--- src/fcl_pkg.sv ---
// constants for the flash command launch block
// Operation
// - reserved register at index 0x13 reads zero and ignores writes
// - special-mode input 0 gives normal mode, 1 special mode
// - version word holds version number in bits 3:0, 0000/1111 mean none
// - writing the divider register sets the divider-loaded flag
// - program or erase without loaded divider sets access error, not run
// - while completion flag is zero, launches and command array writes ignored
// - command index field selects which array word an access reaches
// - writing 1 to completion flag clears it and launches the command
// - flag stays clear until done, then sets with results readable
// - erase-verify commands 0x01, 0x02 allowed in every mode
// - erase-all 0x08 and unsecure 0x0B allowed only in special mode
// - verify-backdoor-key 0x0C allowed only in normal mode
// - set-field-margin 0x0E allowed only in unsecured special mode
// - other commands refused only in secured special mode
// - erase verify of all, one block or a section reports erased state
// - read-once 0x04 and program-once 0x07 of one-time field
// - 0x06 programs a phrase, 0x0A erases a sector
// - erase-all needs all protect bits open; block erase needs program ones
// - security released by unsecure erase or matching backdoor key
// - command code is the high byte of array word zero
// - invalid command code sets access error and is not processed
package fcl_pkg;
  // ************************************************
  // bus and register map (index, byte address = 4 x index)
  // ************************************************
  localparam int AW = 10;
  localparam logic [7:0] IX_CLKDIV = 8'h00;
  localparam logic [7:0] IX_COMMAND_INDEX_FIELD = 8'h02;
  localparam logic [7:0] IX_STAT = 8'h06;
  localparam logic [7:0] IX_PROGRAM_PROTECT_REG = 8'h08;
  localparam logic [7:0] IX_DATA_PROTECT_REG = 8'h09;
  localparam logic [7:0] IX_CCOB = 8'h0A;
  localparam logic [7:0] IX_RSV7 = 8'h13;
  localparam logic [7:0] IX_VER = 8'h14;
  localparam logic [7:0] IX_SEC = 8'h15;
  localparam logic [1:0] RESP_OKAY = 2'h0;
  localparam logic [1:0] RESP_SLVERR = 2'h2;
  // ************************************************
  // field positions and reset values
  // ************************************************
  localparam int CD_LD = 7;
  localparam int DIVIDER_FIELD_W = 6;
  localparam int ST_COMMAND_COMPLETE_FLAG = 7;
  localparam int ST_ACCESS_ERROR_FLAG = 5;
  localparam int ST_PROTECTION_VIOLATION_FLAG = 4;
  localparam int ST_MG0 = 0;
  localparam int FP_OPEN = 7;
  localparam int FP_HDIS = 5;
  localparam int FP_LDIS = 2;
  localparam int DF_OPEN = 7;
  localparam logic [7:0] PROT_RST = 8'h00;
  localparam int CCOB_WORDS = 6;
  localparam int VER_W = 4;
  // ************************************************
  // command codes
  // ************************************************
  localparam logic [7:0] C_EVALL = 8'h01;
  localparam logic [7:0] C_EVBLK = 8'h02;
  localparam logic [7:0] C_EVPSEC = 8'h03;
  localparam logic [7:0] C_RDONCE = 8'h04;
  localparam logic [7:0] C_PGMP = 8'h06;
  localparam logic [7:0] C_PGMONCE = 8'h07;
  localparam logic [7:0] C_ERALL = 8'h08;
  localparam logic [7:0] C_ERBLK = 8'h09;
  localparam logic [7:0] C_ERPSEC = 8'h0A;
  localparam logic [7:0] C_UNSEC = 8'h0B;
  localparam logic [7:0] C_VFYKEY = 8'h0C;
  localparam logic [7:0] C_USRMRG = 8'h0D;
  localparam logic [7:0] C_FLDMRG = 8'h0E;
  localparam logic [7:0] C_EVDSEC = 8'h10;
  localparam logic [7:0] C_PGMD = 8'h11;
  localparam logic [7:0] C_ERDSEC = 8'h12;
  // ************************************************
  // timing: time base target and bus clock rate
  // ************************************************
  localparam int TB_KHZ = 1000;
  localparam int MCLK_KHZ = 20000;
  localparam logic [5:0] DIVIDER_FIELD_HINT = 6'(MCLK_KHZ / TB_KHZ - 1);
  typedef enum logic [1:0] {ST_IDLE = 2'b01, ST_RUN = 2'b10} fcl_state_t;
endpackage

--- src/fcl_top.sv ---
// flash command launch front end with AXI4-Lite register slave
//
// Design decision made here: the AXI4-Lite interface to the registers.
`timescale 1ns/1ns
`default_nettype none
module fcl_top #(
  parameter int EXEC_TICKS = 4,
  parameter logic [3:0] VERSION = 4'h1, // arbitrary value
  parameter logic [63:0] BKDOOR_KEY = 64'h0123_4567_89AB_CDEF // arbitrary value
) (
  input wire logic mclk,
  input wire logic reset_n,
  input wire logic special_mode_input,
  input wire logic chip_secured,
  input wire logic [fcl_pkg::AW-1:0] s_axi_awaddr,
  input wire logic s_axi_awvalid,
  output logic s_axi_awready,
  input wire logic [31:0] s_axi_wdata,
  input wire logic [3:0] s_axi_wstrb,
  input wire logic s_axi_wvalid,
  output logic s_axi_wready,
  output logic [1:0] s_axi_bresp,
  output logic s_axi_bvalid,
  input wire logic s_axi_bready,
  input wire logic [fcl_pkg::AW-1:0] s_axi_araddr,
  input wire logic s_axi_arvalid,
  output logic s_axi_arready,
  output logic [31:0] s_axi_rdata,
  output logic [1:0] s_axi_rresp,
  output logic s_axi_rvalid,
  input wire logic s_axi_rready,
  output logic security_released
);
  import fcl_pkg::*;

  // ************************************************
  // state
  // ************************************************
  logic aw_hold_r, w_hold_r, awready_r, wready_r, bvalid_r, arready_r, rvalid_r;
  logic [AW-1:0] awaddr_r;
  logic [31:0] wdata_r, rdata_r;
  logic [3:0] wstrb_r;
  logic [1:0] bresp_r, rresp_r;
  logic div_ld_r, command_complete_flag_r, access_error_flag_r, protection_violation_flag_r, mg0_r;
  logic [DIVIDER_FIELD_W-1:0] divider_field_r, pre_r;
  logic [2:0] command_index_field_r;
  logic [7:0] program_protect_reg_r, data_protect_reg_r, cmd_r;
  logic [15:0] ccob_r [CCOB_WORDS];
  logic [15:0] once_word_r;
  logic once_done_r, erased_r, sec_rel_r;
  logic [7:0] ticks_r;
  fcl_state_t st_r;

  // ************************************************
  // write decode
  // ************************************************
  wire do_wr = aw_hold_r && w_hold_r && !bvalid_r;
  wire [7:0] wr_ix = awaddr_r[9:2];
  wire wr_mapped = wr_ix inside {IX_CLKDIV, IX_COMMAND_INDEX_FIELD, IX_STAT, IX_PROGRAM_PROTECT_REG, IX_DATA_PROTECT_REG, IX_CCOB,
                                 IX_RSV7, IX_VER, IX_SEC};
  wire wr_lo = do_wr && wstrb_r[0];
  // normal mode locks the divider after its first load; special mode may reload
  wire wr_div = wr_lo && wr_ix == IX_CLKDIV && command_complete_flag_r && (special_mode_input || !div_ld_r);
  wire wr_ix_reg = wr_lo && wr_ix == IX_COMMAND_INDEX_FIELD && command_complete_flag_r;
  wire wr_stat = wr_lo && wr_ix == IX_STAT;
  wire wr_program_protect_reg = wr_lo && wr_ix == IX_PROGRAM_PROTECT_REG && command_complete_flag_r;
  wire wr_data_protect_reg = wr_lo && wr_ix == IX_DATA_PROTECT_REG && command_complete_flag_r;
  wire wr_ccob = do_wr && wr_ix == IX_CCOB && command_complete_flag_r;

  // ************************************************
  // launch checks
  // ************************************************
  wire sec_eff = chip_secured && !sec_rel_r;
  wire sp = special_mode_input;
  wire [7:0] lcmd = ccob_r[0][15:8];
  // launch needs the flag high and both error flags already clear
  wire launch = wr_stat && wdata_r[ST_COMMAND_COMPLETE_FLAG] && command_complete_flag_r && !access_error_flag_r && !protection_violation_flag_r;
  logic cmd_ok;
  // command availability per mode and security
  always_comb begin
    unique case (lcmd)
      C_EVALL, C_EVBLK: cmd_ok = 1'b1;
      C_ERALL, C_UNSEC: cmd_ok = sp;
      C_VFYKEY: cmd_ok = !sp;
      C_FLDMRG: cmd_ok = sp && !sec_eff;
      C_EVPSEC, C_RDONCE, C_PGMP, C_PGMONCE, C_ERBLK, C_ERPSEC, C_USRMRG, C_EVDSEC, C_PGMD,
      C_ERDSEC: cmd_ok = !(sp && sec_eff);
      default: cmd_ok = 1'b0;
    endcase
  end
  wire is_pe = lcmd inside {C_PGMP, C_PGMONCE, C_ERALL, C_ERBLK, C_ERPSEC, C_UNSEC, C_PGMD, C_ERDSEC};
  wire pf_open = program_protect_reg_r[FP_OPEN] && program_protect_reg_r[FP_HDIS] && program_protect_reg_r[FP_LDIS];
  // mass erases need the protection opened beforehand
  wire prot_ok = (lcmd == C_ERALL) ? (pf_open && data_protect_reg_r[DF_OPEN]) :
                 (lcmd == C_ERBLK) ? pf_open : 1'b1;
  wire acc_fail = !cmd_ok || (is_pe && !div_ld_r) || (lcmd == C_PGMONCE && once_done_r);
  wire start = launch && !acc_fail && prot_ok;
  wire tick = pre_r == divider_field_r;
  wire run_done = st_r == ST_RUN && tick && ticks_r == 8'(EXEC_TICKS - 1);
  wire [63:0] key_in = {ccob_r[1], ccob_r[2], ccob_r[3], ccob_r[4]};

  // ************************************************
  // read decode
  // ************************************************
  wire [7:0] rd_ix = s_axi_araddr[9:2];
  wire rd_go = s_axi_arvalid && arready_r;
  wire [15:0] ccob_rd = (command_index_field_r < 3'(CCOB_WORDS)) ? ccob_r[command_index_field_r] : 16'h0000;
  wire [7:0] stat_rd = {command_complete_flag_r, 1'b0, access_error_flag_r, protection_violation_flag_r, 3'h0, mg0_r};
  wire [31:0] rd_data =
    (rd_ix == IX_CLKDIV) ? {24'h0, div_ld_r, 1'b0, divider_field_r} :
    (rd_ix == IX_COMMAND_INDEX_FIELD) ? {29'h0, command_index_field_r} :
    (rd_ix == IX_STAT) ? {24'h0, stat_rd} :
    (rd_ix == IX_PROGRAM_PROTECT_REG) ? {24'h0, program_protect_reg_r} :
    (rd_ix == IX_DATA_PROTECT_REG) ? {24'h0, data_protect_reg_r} :
    (rd_ix == IX_CCOB) ? {16'h0, ccob_rd} :
    (rd_ix == IX_VER) ? {28'h0, VERSION} :
    (rd_ix == IX_SEC) ? {29'h0, sec_rel_r, sec_eff, sp} :
    32'h0; // reserved index reads zero
  wire rd_mapped = rd_ix inside {IX_CLKDIV, IX_COMMAND_INDEX_FIELD, IX_STAT, IX_PROGRAM_PROTECT_REG, IX_DATA_PROTECT_REG, IX_CCOB,
                                 IX_RSV7, IX_VER, IX_SEC};

  // ************************************************
  // AXI4-Lite write channel
  // ************************************************
  // address and data are caught independently, so either may come first
  always_ff @(posedge mclk or negedge reset_n) begin
    if (!reset_n) begin
      aw_hold_r <= 1'b0;
      w_hold_r <= 1'b0;
      awready_r <= 1'b1;
      wready_r <= 1'b1;
      awaddr_r <= '0;
      wdata_r <= 32'h0;
      wstrb_r <= 4'h0;
    end else begin
      if (s_axi_awvalid && awready_r) begin
        aw_hold_r <= 1'b1;
        awready_r <= 1'b0;
        awaddr_r <= s_axi_awaddr;
      end else if (do_wr) begin
        aw_hold_r <= 1'b0;
        awready_r <= 1'b1;
      end
      if (s_axi_wvalid && wready_r) begin
        w_hold_r <= 1'b1;
        wready_r <= 1'b0;
        wdata_r <= s_axi_wdata;
        wstrb_r <= s_axi_wstrb;
      end else if (do_wr) begin
        w_hold_r <= 1'b0;
        wready_r <= 1'b1;
      end
    end
  end

  // write response, one cycle after both halves are held
  always_ff @(posedge mclk or negedge reset_n) begin
    if (!reset_n) begin
      bvalid_r <= 1'b0;
      bresp_r <= RESP_OKAY;
    end else if (do_wr) begin
      bvalid_r <= 1'b1;
      bresp_r <= wr_mapped ? RESP_OKAY : RESP_SLVERR;
    end else if (s_axi_bready) begin
      bvalid_r <= 1'b0;
    end
  end

  // ************************************************
  // AXI4-Lite read channel
  // ************************************************
  always_ff @(posedge mclk or negedge reset_n) begin
    if (!reset_n) begin
      arready_r <= 1'b1;
      rvalid_r <= 1'b0;
      rdata_r <= 32'h0;
      rresp_r <= RESP_OKAY;
    end else if (rd_go) begin
      arready_r <= 1'b0;
      rvalid_r <= 1'b1;
      rdata_r <= rd_data;
      rresp_r <= rd_mapped ? RESP_OKAY : RESP_SLVERR;
    end else if (rvalid_r && s_axi_rready) begin
      arready_r <= 1'b1;
      rvalid_r <= 1'b0;
    end
  end

  // ************************************************
  // configuration registers
  // ************************************************
  always_ff @(posedge mclk or negedge reset_n) begin
    if (!reset_n) begin
      div_ld_r <= 1'b0;
      divider_field_r <= '0;
      command_index_field_r <= 3'h0;
      program_protect_reg_r <= PROT_RST;
      data_protect_reg_r <= PROT_RST;
    end else begin
      if (wr_div) begin
        div_ld_r <= 1'b1;
        divider_field_r <= wdata_r[DIVIDER_FIELD_W-1:0];
      end
      if (wr_ix_reg) command_index_field_r <= wdata_r[2:0];
      if (wr_program_protect_reg) program_protect_reg_r <= wdata_r[7:0];
      if (wr_data_protect_reg) data_protect_reg_r <= wdata_r[7:0];
    end
  end

  // ************************************************
  // command array, one word per entry
  // ************************************************
  // results land in word 1; bus writes are locked out while a command runs
  for (genvar i = 0; i < CCOB_WORDS; i++) begin : g_ccob
    wire sel = wr_ccob && command_index_field_r == 3'(i);
    always_ff @(posedge mclk or negedge reset_n) begin
      if (!reset_n) begin
        ccob_r[i] <= 16'h0000;
      end else if (sel) begin
        if (wstrb_r[0]) ccob_r[i][7:0] <= wdata_r[7:0];
        if (wstrb_r[1]) ccob_r[i][15:8] <= wdata_r[15:8];
      end else if (i == 1 && run_done && cmd_r == C_RDONCE) begin
        ccob_r[i] <= once_word_r;
      end
    end
  end

  // ************************************************
  // sequencer: launch, time base, completion
  // ************************************************
  // the run length is counted in time-base ticks so the divider matters
  always_ff @(posedge mclk or negedge reset_n) begin
    if (!reset_n) begin
      st_r <= ST_IDLE;
      cmd_r <= 8'h00;
      pre_r <= '0;
      ticks_r <= 8'h00;
    end else begin
      unique case (st_r)
        ST_IDLE: begin
          if (start) begin
            st_r <= ST_RUN;
            cmd_r <= lcmd;
            pre_r <= '0;
            ticks_r <= 8'h00;
          end
        end
        ST_RUN: begin
          pre_r <= tick ? '0 : pre_r + 1'b1;
          if (run_done) st_r <= ST_IDLE;
          else if (tick) ticks_r <= ticks_r + 8'h01;
        end
      endcase
    end
  end

  // ************************************************
  // status flags
  // ************************************************
  // clears come first so a hardware set in the same cycle wins
  always_ff @(posedge mclk or negedge reset_n) begin
    if (!reset_n) begin
      command_complete_flag_r <= 1'b1;
      access_error_flag_r <= 1'b0;
      protection_violation_flag_r <= 1'b0;
      mg0_r <= 1'b0;
    end else begin
      if (wr_stat && wdata_r[ST_ACCESS_ERROR_FLAG]) access_error_flag_r <= 1'b0;
      if (wr_stat && wdata_r[ST_PROTECTION_VIOLATION_FLAG]) protection_violation_flag_r <= 1'b0;
      if (launch) begin
        if (acc_fail) access_error_flag_r <= 1'b1;
        else if (!prot_ok) protection_violation_flag_r <= 1'b1;
        else begin
          command_complete_flag_r <= 1'b0;
          mg0_r <= 1'b0;
        end
      end
      if (run_done) begin
        command_complete_flag_r <= 1'b1;
        if (cmd_r inside {C_EVALL, C_EVBLK, C_EVPSEC, C_EVDSEC}) mg0_r <= !erased_r;
        if (cmd_r == C_VFYKEY && key_in != BKDOOR_KEY) access_error_flag_r <= 1'b1;
      end
    end
  end

  // ************************************************
  // memory effects of finished commands
  // ************************************************
  always_ff @(posedge mclk or negedge reset_n) begin
    if (!reset_n) begin
      erased_r <= 1'b1;
      once_word_r <= 16'hFFFF;
      once_done_r <= 1'b0;
      sec_rel_r <= 1'b0;
    end else if (run_done) begin
      unique case (cmd_r)
        C_PGMP, C_PGMD: erased_r <= 1'b0;
        C_ERALL, C_ERBLK, C_ERPSEC, C_ERDSEC: erased_r <= 1'b1;
        C_UNSEC: begin
          erased_r <= 1'b1;
          sec_rel_r <= 1'b1;
        end
        C_VFYKEY: if (key_in == BKDOOR_KEY) sec_rel_r <= 1'b1;
        C_PGMONCE: begin
          once_word_r <= ccob_r[2];
          once_done_r <= 1'b1;
        end
        default: ;
      endcase
    end
  end

  // ************************************************
  // outputs
  // ************************************************
  assign s_axi_awready = awready_r;
  assign s_axi_wready = wready_r;
  assign s_axi_bvalid = bvalid_r;
  assign s_axi_bresp = bresp_r;
  assign s_axi_arready = arready_r;
  assign s_axi_rvalid = rvalid_r;
  assign s_axi_rdata = rdata_r;
  assign s_axi_rresp = rresp_r;
  assign security_released = sec_rel_r;

  // ************************************************
  // assertions
  // ************************************************
  rsv_reads_zero_a: assert property (@(posedge mclk) disable iff (!reset_n)
    rd_go && rd_ix == IX_RSV7 |=> s_axi_rvalid && s_axi_rdata == 32'h0)
    else $error("reserved register read not zero");
  div_flag_set_a: assert property (@(posedge mclk) disable iff (!reset_n)
    wr_div |=> div_ld_r ##1 div_ld_r)
    else $error("divider loaded flag not set");
  no_div_refuse_a: assert property (@(posedge mclk) disable iff (!reset_n)
    launch && is_pe && !div_ld_r |=> access_error_flag_r && command_complete_flag_r && st_r == ST_IDLE)
    else $error("program or erase ran without divider");
  busy_lock_a: assert property (@(posedge mclk) disable iff (!reset_n)
    !command_complete_flag_r |=> $stable(ccob_r[0]) && $stable(command_index_field_r))
    else $error("command array changed while busy");
  index_select_a: assert property (@(posedge mclk) disable iff (!reset_n)
    rd_go && rd_ix == IX_CCOB && command_index_field_r == 3'h0 |=> s_axi_rdata[15:0] == $past(ccob_r[0]))
    else $error("index did not select word zero");
  launch_clear_a: assert property (@(posedge mclk) disable iff (!reset_n)
    start |=> !command_complete_flag_r && st_r == ST_RUN)
    else $error("launch did not clear completion flag");
  done_set_a: assert property (@(posedge mclk) disable iff (!reset_n)
    $fell(command_complete_flag_r) |-> !command_complete_flag_r [*2] ##[0:1000] command_complete_flag_r)
    else $error("completion flag not returned");
  verify_ok_a: assert property (@(posedge mclk) disable iff (!reset_n)
    launch && (lcmd == C_EVALL || lcmd == C_EVBLK) |=> !command_complete_flag_r && !access_error_flag_r)
    else $error("erase verify refused");
  special_only_a: assert property (@(posedge mclk) disable iff (!reset_n)
    launch && (lcmd == C_ERALL || lcmd == C_UNSEC) && !sp |=> access_error_flag_r && command_complete_flag_r)
    else $error("special-only command ran in normal mode");
  key_normal_a: assert property (@(posedge mclk) disable iff (!reset_n)
    launch && lcmd == C_VFYKEY && sp |=> access_error_flag_r && command_complete_flag_r)
    else $error("key verify ran in special mode");
  field_margin_a: assert property (@(posedge mclk) disable iff (!reset_n)
    launch && lcmd == C_FLDMRG && !(sp && !sec_eff) |=> access_error_flag_r)
    else $error("field margin accepted outside unsecured special");
  secured_sp_a: assert property (@(posedge mclk) disable iff (!reset_n)
    launch && lcmd == C_PGMP && sp && sec_eff |=> access_error_flag_r && command_complete_flag_r)
    else $error("program ran in secured special mode");
  erall_prot_a: assert property (@(posedge mclk) disable iff (!reset_n)
    launch && !acc_fail && lcmd == C_ERALL && !(pf_open && data_protect_reg_r[DF_OPEN]) |=> protection_violation_flag_r && command_complete_flag_r)
    else $error("erase all ran while protected");
  bad_code_a: assert property (@(posedge mclk) disable iff (!reset_n)
    launch && !cmd_ok |=> access_error_flag_r && command_complete_flag_r && st_r == ST_IDLE)
    else $error("invalid command not refused");
endmodule
`default_nettype wire
--- config.mk ---
export PLATFORM = sky130hd
export DESIGN_NAME = fcl_top
export DESIGN_NICKNAME = d
export VERILOG_FILES = /design/src/fcl_pkg.sv /design/src/fcl_top.sv
export SDC_FILE = /design/constraint.sdc
export NUM_CORES = 1
export LEC_CHECK = 0
export BUFFER_PORTS_ARGS = -buffer_cell sky130_fd_sc_hd__buf_2
export CORE_ASPECT_RATIO = 0.75
export CORE_MARGIN = 3
export CORE_UTILIZATION = 55
export DETAILED_ROUTE_END_ITERATION = 8
export GPL_TIMING_DRIVEN = 0
export HOLD_SLACK_MARGIN = 0.05
export PLACE_DENSITY_LB_ADDON = 0.12
export SYNTH_ARGS = -nofsm -noshare
export SYNTH_HDL_FRONTEND = slang
export SYNTH_SLANG_ARGS = --single-unit
--- constraint.sdc ---
create_clock -name mclk -period 2.9 [get_ports mclk]
set_input_delay 0.145 -clock mclk [delete_from_list [all_inputs] [get_ports mclk]]
set_output_delay 0.145 -clock mclk [all_outputs]
set_load 0.1 [all_outputs]
Word-level counts from Yosys, hierarchy flattened
Index checks and enable logic that the tools add are counted.
Widths: inputs -> output; s select.
{"block": "totals", "ff_bits": 240, "in_bits": 65, "output_inout_bits": 42, "elab_cells": 275}
{"block": "op_classes", "add_sub_neg": 2, "magnitude_cmp": 2, "eq_ne": 65, "mux": 64, "bitwise": 1, "n_reduce_logical": 99}
{"cell": "$mux 16", "n": 11}
{"cell": "$eq 8x4->1 const B", "n": 18}
{"cell": "$eq 8x5->1 const B", "n": 12}
{"cell": "$eq 64x57->1 const B", "n": 1}
{"cell": "$eq 8x3->1 const B", "n": 8}
{"cell": "$ne 64x57->1 const B", "n": 1}
{"cell": "$eq 8x2->1 const B", "n": 7}
{"cell": "$bmux 16 s3", "n": 1}
{"cell": "$logic_and 1x1->1", "n": 45}
{"cell": "$mux 8", "n": 5}
{"cell": "$mux 1", "n": 33}
{"cell": "$reduce_and 2->1", "n": 16}
{"cell": "$reduce_bool 2->1", "n": 9}
{"cell": "$reduce_bool 9->1", "n": 2}
{"cell": "$eq 8x1->1 const B", "n": 2}
{"cell": "$logic_not 8->1", "n": 2}
{"cell": "$pmux 8 s2", "n": 1}
{"cell": "$mux 6", "n": 2}
{"cell": "$ne 2x2->1 const B", "n": 6}
{"cell": "$pmux 6 s2", "n": 1}
{"cell": "$logic_not 1->1", "n": 11}
{"cell": "$reduce_or 10->1", "n": 1}
{"cell": "$reduce_and 3->1", "n": 3}
{"cell": "$add 8x1->8 const B", "n": 1}
{"cell": "other kinds (22)", "n": 34}

Depth between registers and ports, before layout
{"block": "logic_depth", "depth_word": 13, "depth_mapped": 9, "depth_no_buf": 7}

Worst setup path after synthesis
Ideal clock, no wire load.
{"block": "synth_path", "path_type": "register to register", "startpoint": "reg bvalid_r, in the netlist s_axi_bvalid", "endpoint": "reg ccob_r[70] in the netlist's numbering", "setup_ns": 0.125, "arrival_ns": 2.658, "t_required_ns": 2.775, "slack_ns": 0.117, "path_stages_with_launch": 8, "n_path_buf": 2, "period_less_slack_ns": 2.783, "cell_sequence": "dfrtp_1 -> nand3b_1 -> nor4b_4 -> and4b_1 -> buf_4 -> buf_2 -> mux2_2 -> mux2_4"}
{"block": "synth_via", "elab_chain_cells": 7, "elab_cells_between_ends": 9, "classes_between": "eq/ne (1); mux (1); reduce/logical (7)"}
{"element": "start: declaration", "line_no": "fcl_top.sv:39", "source": "logic aw_hold_r, w_hold_r, awready_r, wready_r, bvalid_r, arready_r, rvalid_r;"}
{"element": "start signal: assignment", "line_no": "fcl_top.sv:159", "source": "bvalid_r <= 1'b0;"}
{"element": "start signal: assignment", "line_no": "fcl_top.sv:162", "source": "bvalid_r <= 1'b1;"}
{"element": "start signal: assignment", "line_no": "fcl_top.sv:165", "source": "bvalid_r <= 1'b0;"}
{"element": "$logic_not 1->1 *", "line_no": "fcl_top.sv:57", "source": "wire do_wr = aw_hold_r && w_hold_r && !bvalid_r;"}
{"element": "$logic_and 1x1->1 *", "line_no": "fcl_top.sv:57"}
{"element": "$logic_and 1x1->1 * (2 in series)", "line_no": "fcl_top.sv:68", "source": "wire wr_ccob = do_wr && wr_ix == IX_CCOB && command_complete_flag_r;"}
{"element": "$logic_and 1x1->1 *", "line_no": "fcl_top.sv:215", "source": "wire sel = wr_ccob && command_index_field_r == 3'(i);"}
{"element": "$ne 2x2->1 (no line) or $reduce_bool 2->1 (tied branches)"}
{"element": "$reduce_and 2->1 (no line)"}
{"element": "end signal: indexed assignment", "line_no": "fcl_top.sv:220", "source": "if (wstrb_r[0]) ccob_r[i][7:0] <= wdata_r[7:0];"}
{"element": "end signal: indexed assignment", "line_no": "fcl_top.sv:221", "source": "if (wstrb_r[1]) ccob_r[i][15:8] <= wdata_r[15:8];"}
{"element": "end signal: indexed assignment", "line_no": "fcl_top.sv:223", "source": "ccob_r[i] <= once_word_r;"}
{"element": "end: declaration", "line_no": "fcl_top.sv:48", "source": "logic [15:0] ccob_r [CCOB_WORDS];"}
Every way passes the cells marked *; elsewhere a longest branch is shown, timed or not.
A chain may end at the register's enable or synchronous reset.

Worst setup path after layout
{"block": "layout_path", "startpoint": "reg ticks_r[4]", "endpoint": "reg once_word_r[14]"}
{"block": "layout_via", "elab_chain_cells": 3}
{"element": "start: declaration", "line_no": "fcl_top.sv:51", "source": "logic [7:0] ticks_r;"}
{"element": "start signal: assignment", "line_no": "fcl_top.sv:251", "source": "else if (tick) ticks_r <= ticks_r + 8'h01;"}
{"element": "$eq 8x2->1", "line_no": "fcl_top.sv:99", "source": "wire run_done = st_r == ST_RUN && tick && ticks_r == 8'(EXEC_TICKS - 1);"}
{"element": "$logic_and 1x1->1", "line_no": "fcl_top.sv:99"}
{"element": "$reduce_and 2->1 (no line)"}
{"element": "end signal: assignment", "line_no": "fcl_top.sv:305", "source": "once_word_r <= ccob_r[2];"}
{"element": "end: declaration", "line_no": "fcl_top.sv:49", "source": "logic [15:0] once_word_r;"}
No other way between the ends.

==> flow_summary.toml <==
[timing]
setup_viol = 0
final.setup.tns_ns = 0
tightest_slew_ns = 1.14
min_period_over_period = 0.983
hold_viol_final = 0
slew_headroom = 0.234
min_period_ns = 2.85
max_freq_ghz = 0.351
finalClockSkew_ns = 0.0139
finalMaxSlewViolations = 0

[grt]
antenna_found_initial = 0
grt_pass1_vias = 7315
grt_pass1_wl_mm = 42.3
overflow = 0
grt_max_degree = 124
grtUsageTotal = 0.250

[floorplanning]
die_height_um = 129
initial_core_util = 0.565
placeableCoreArea_um2 = 19500
row_count = 44
ios = 107
die_w_um = 169
die-area_um2 = 21800

[yosys]
synth-seq-area-share = 0.503
syn_area_um2 = 11000
ys_types = 74
synth_warnings = 0
netlist_instances = 901
synth_edf_count = 0
syn_area_per_cell_um2 = 12.2
ys_ff_latch = 220
synthFlopType = "dfrtp_1"
async_reset_ff_frac = 1.00

[min_path]
holdPathStages = 4
hold_start = "s_axi_araddr[6]"
hold_path_end = "s_axi_rresp[1]"
hp-class = "in -> reg"

[finish]
fin_nets = 1109
drive_gt1_frac = 0.363
fill_cells = 1505
diodes = 0
area_growth_pct = 16.6
final_area_um2 = 12800

[critical_path]
reg2reg_from = "ticks_r[4]"
cp-end-kind = "flop"
critPathLaunchType = "flop"
arrival_ns = 3.28
reg2regPathDepth = 7
worst-r2r-setup-slack_ns = 0.05
timing.rr.end = "once_word_r[14]"
cp.required_ns = 3.33
path_class = "reg -> reg"
cp_max_fo = 10

[clocking]
cts_max_path_buffers = 3
path_clk_slew_ns = 0.06
insertion_delay_ns = 0.51
clockRootBuffer = "clkbuf_16"
clkSinkCount = 220
cts_made_buffers = 22
cts_tree = "done"
htree_levels = 1

[place]
globalplace.congestion = 0.919
port_buffers = 66
post_dp_cell_area_um2 = 11800
dpl.hpwl_mm = 18.6

[pwr]
p_leak_nw = 5.92
peakVddDrop_uv = 651
p_per_area_nw_per_um2 = 648

[routing]
first_pass_iters = 5
dr_total_vias = 7647
drtIter0Drc = 628
routed_wirelength_mm = 27.1
wl_per_cell_um = 20.7
antenna_left = 0
drt-vias-per-instance = 5.83
drc_errors = 0

[run]
maxCapViolCount = 0

[run_status]
status = "finished clean"
-- critical path: stages, from the launching register on --
cell	delay, ns
dfrtp_1	0.42
or4_1	0.60
nor4_1	0.32
nand3_1	0.27
nor2_1	0.25
nand4_4	0.28
clkbuf_4	0.33
mux2_2	0.30
-- timing repair --
action	CTS	global route
hold buffers	31	0
buffers inserted	0	3
setup endpoints to repair	68	73
pin swaps	1	1
endpoints found under the hold margin	118	0
resized for setup	5	8
-- cells in the mapped netlist (all sizes together), types with 4 or more instances --
master | number | area (um^2)
dfrtp | 198 | 4950
mux2 | 183 | 2120
nand2 | 54 | 210
nor2 | 36 | 145
o21ai | 35 | 175
clkbuf | 34 | 128
buf | 31 | 216
inv | 28 | 105
a21oi | 27 | 135
dfstp | 22 | 578
mux2i | 21 | 210
o22ai | 20 | 125
mux4 | 16 | 360
nand2b | 16 | 100
nor2b | 15 | 93.8
nor4 | 14 | 118
nand4 | 10 | 68.8
nor3 | 10 | 65.1
a22o | 9 | 78.8
and3 | 8 | 50.1
xor2 | 8 | 70.1
a21o | 7 | 52.6
nor4bb | 6 | 60.1
nand3b | 5 | 37.5
or3b | 5 | 43.8
a211oi | 4 | 30.0
a22oi | 4 | 30.0
and2 | 4 | 25.0
and4b | 4 | 40.0
nand3 | 4 | 20.0
nor4b | 4 | 65.1
or2 | 4 | 25.0
or3 | 4 | 25.0
or4 | 4 | 33.8
-- metal layers --
layer	global-route usage	wire, um	vias up
met4	0.0495	522	0
met1	0.394	13500	3851
met3	0.0464	1510	33
met5	0	0	-
met2	0.364	11600	204
li1	-	-	3559
-- flip-flops by register name (all words and copies together), names as in the netlist, 6 cells and up --
register,flops
once_word_r,16
program_protect_reg_r,8
awaddr_r,8
divider_field_r,6
cmd_r,8
ticks_r,8
wdata_r,16
s_axi_rdata,16
ccob_r,96
data_protect_reg_r,8
pre_r,6
-- logic make-up (layout without fill, tap and decap cells) --
kind of cell | count (synthesis) | in the layout | synth area share
buf+inv | 93 | 233 | 0.0408
compound gates | 139 | 139 | 0.0826
other cells | 1 | 18 | 0.000341
simple gates | 217 | 217 | 0.120
flops | 220 | 220 | 0.503
mux | 220 | 220 | 0.245
fa+ha+maj | 2 | 2 | 0.00227
xor+xnor | 9 | 9 | 0.00716
-- worst max path at each step --
stage                                  start  slack [ns]              end  cells after the start
floorplan                       s_axi_bvalid        0.12       ccob_r[70]                      7
global placement                     reset_n       -2.18      awaddr_r[8]                      1
global route                      ticks_r[4]       -0.03  once_word_r[10]                      7
CTS                              awaddr_r[7]        0.02       ccob_r[71]                      7
detailed placement  command_index_field_r[0]       -0.17   s_axi_rdata[9]                      7
finish                            ticks_r[4]        0.05  once_word_r[14]                      7
-- where the power goes --
group	total (mW)	switching [mW]	internal (mW)
clock	2.76	1.18	1.59
sequential	3.76	0.375	3.38
combinational	1.79	1.20	0.599
total	8.32	2.75	5.57
-- area by class of cell --
class	instances	area, um^2	area share
Sequential cell	220	5530	0.431
Multi-Input combinational cell	605	5130	0.400
Timing Repair Buffer	101	701	0.0546
Clock buffer	37	678	0.0529
Buffer	64	353	0.0275
Tap cell	253	317	0.0247
Inverter	28	105	0.00819
Clock inverter	3	15.0	0.00117
-- per-stage QoR --
step,utilization,std cells,setup slack (ns),total power [mW],hold WS (ns)
after floorplan,-,918,0.117,4.98,-0.151
after global placement,0.601,1237,-2.18,5.51,0.306
after CTS,0.656,1309,0.0189,8.35,0.0850
after detailed placement,0.603,1238,-0.174,5.55,0.231
final,0.658,1311,0.0498,8.32,0.0933
after global routing,0.658,1311,-0.0272,8.66,0.128
-- layout by cell type (no fill, tap or decap), types with 23 or more instances in the layout --
master and instances:
a21oi_1 27, dfrtp_1 198, mux2_2 167, buf_4 23, nor2_1 32, nand2_1 53, clkbuf_1 40, buf_2 72
o21ai_0 35, dlygate4sd3_1 31, clkbuf_16 23, inv_1 28
Power figures use the tool's default switching activity.
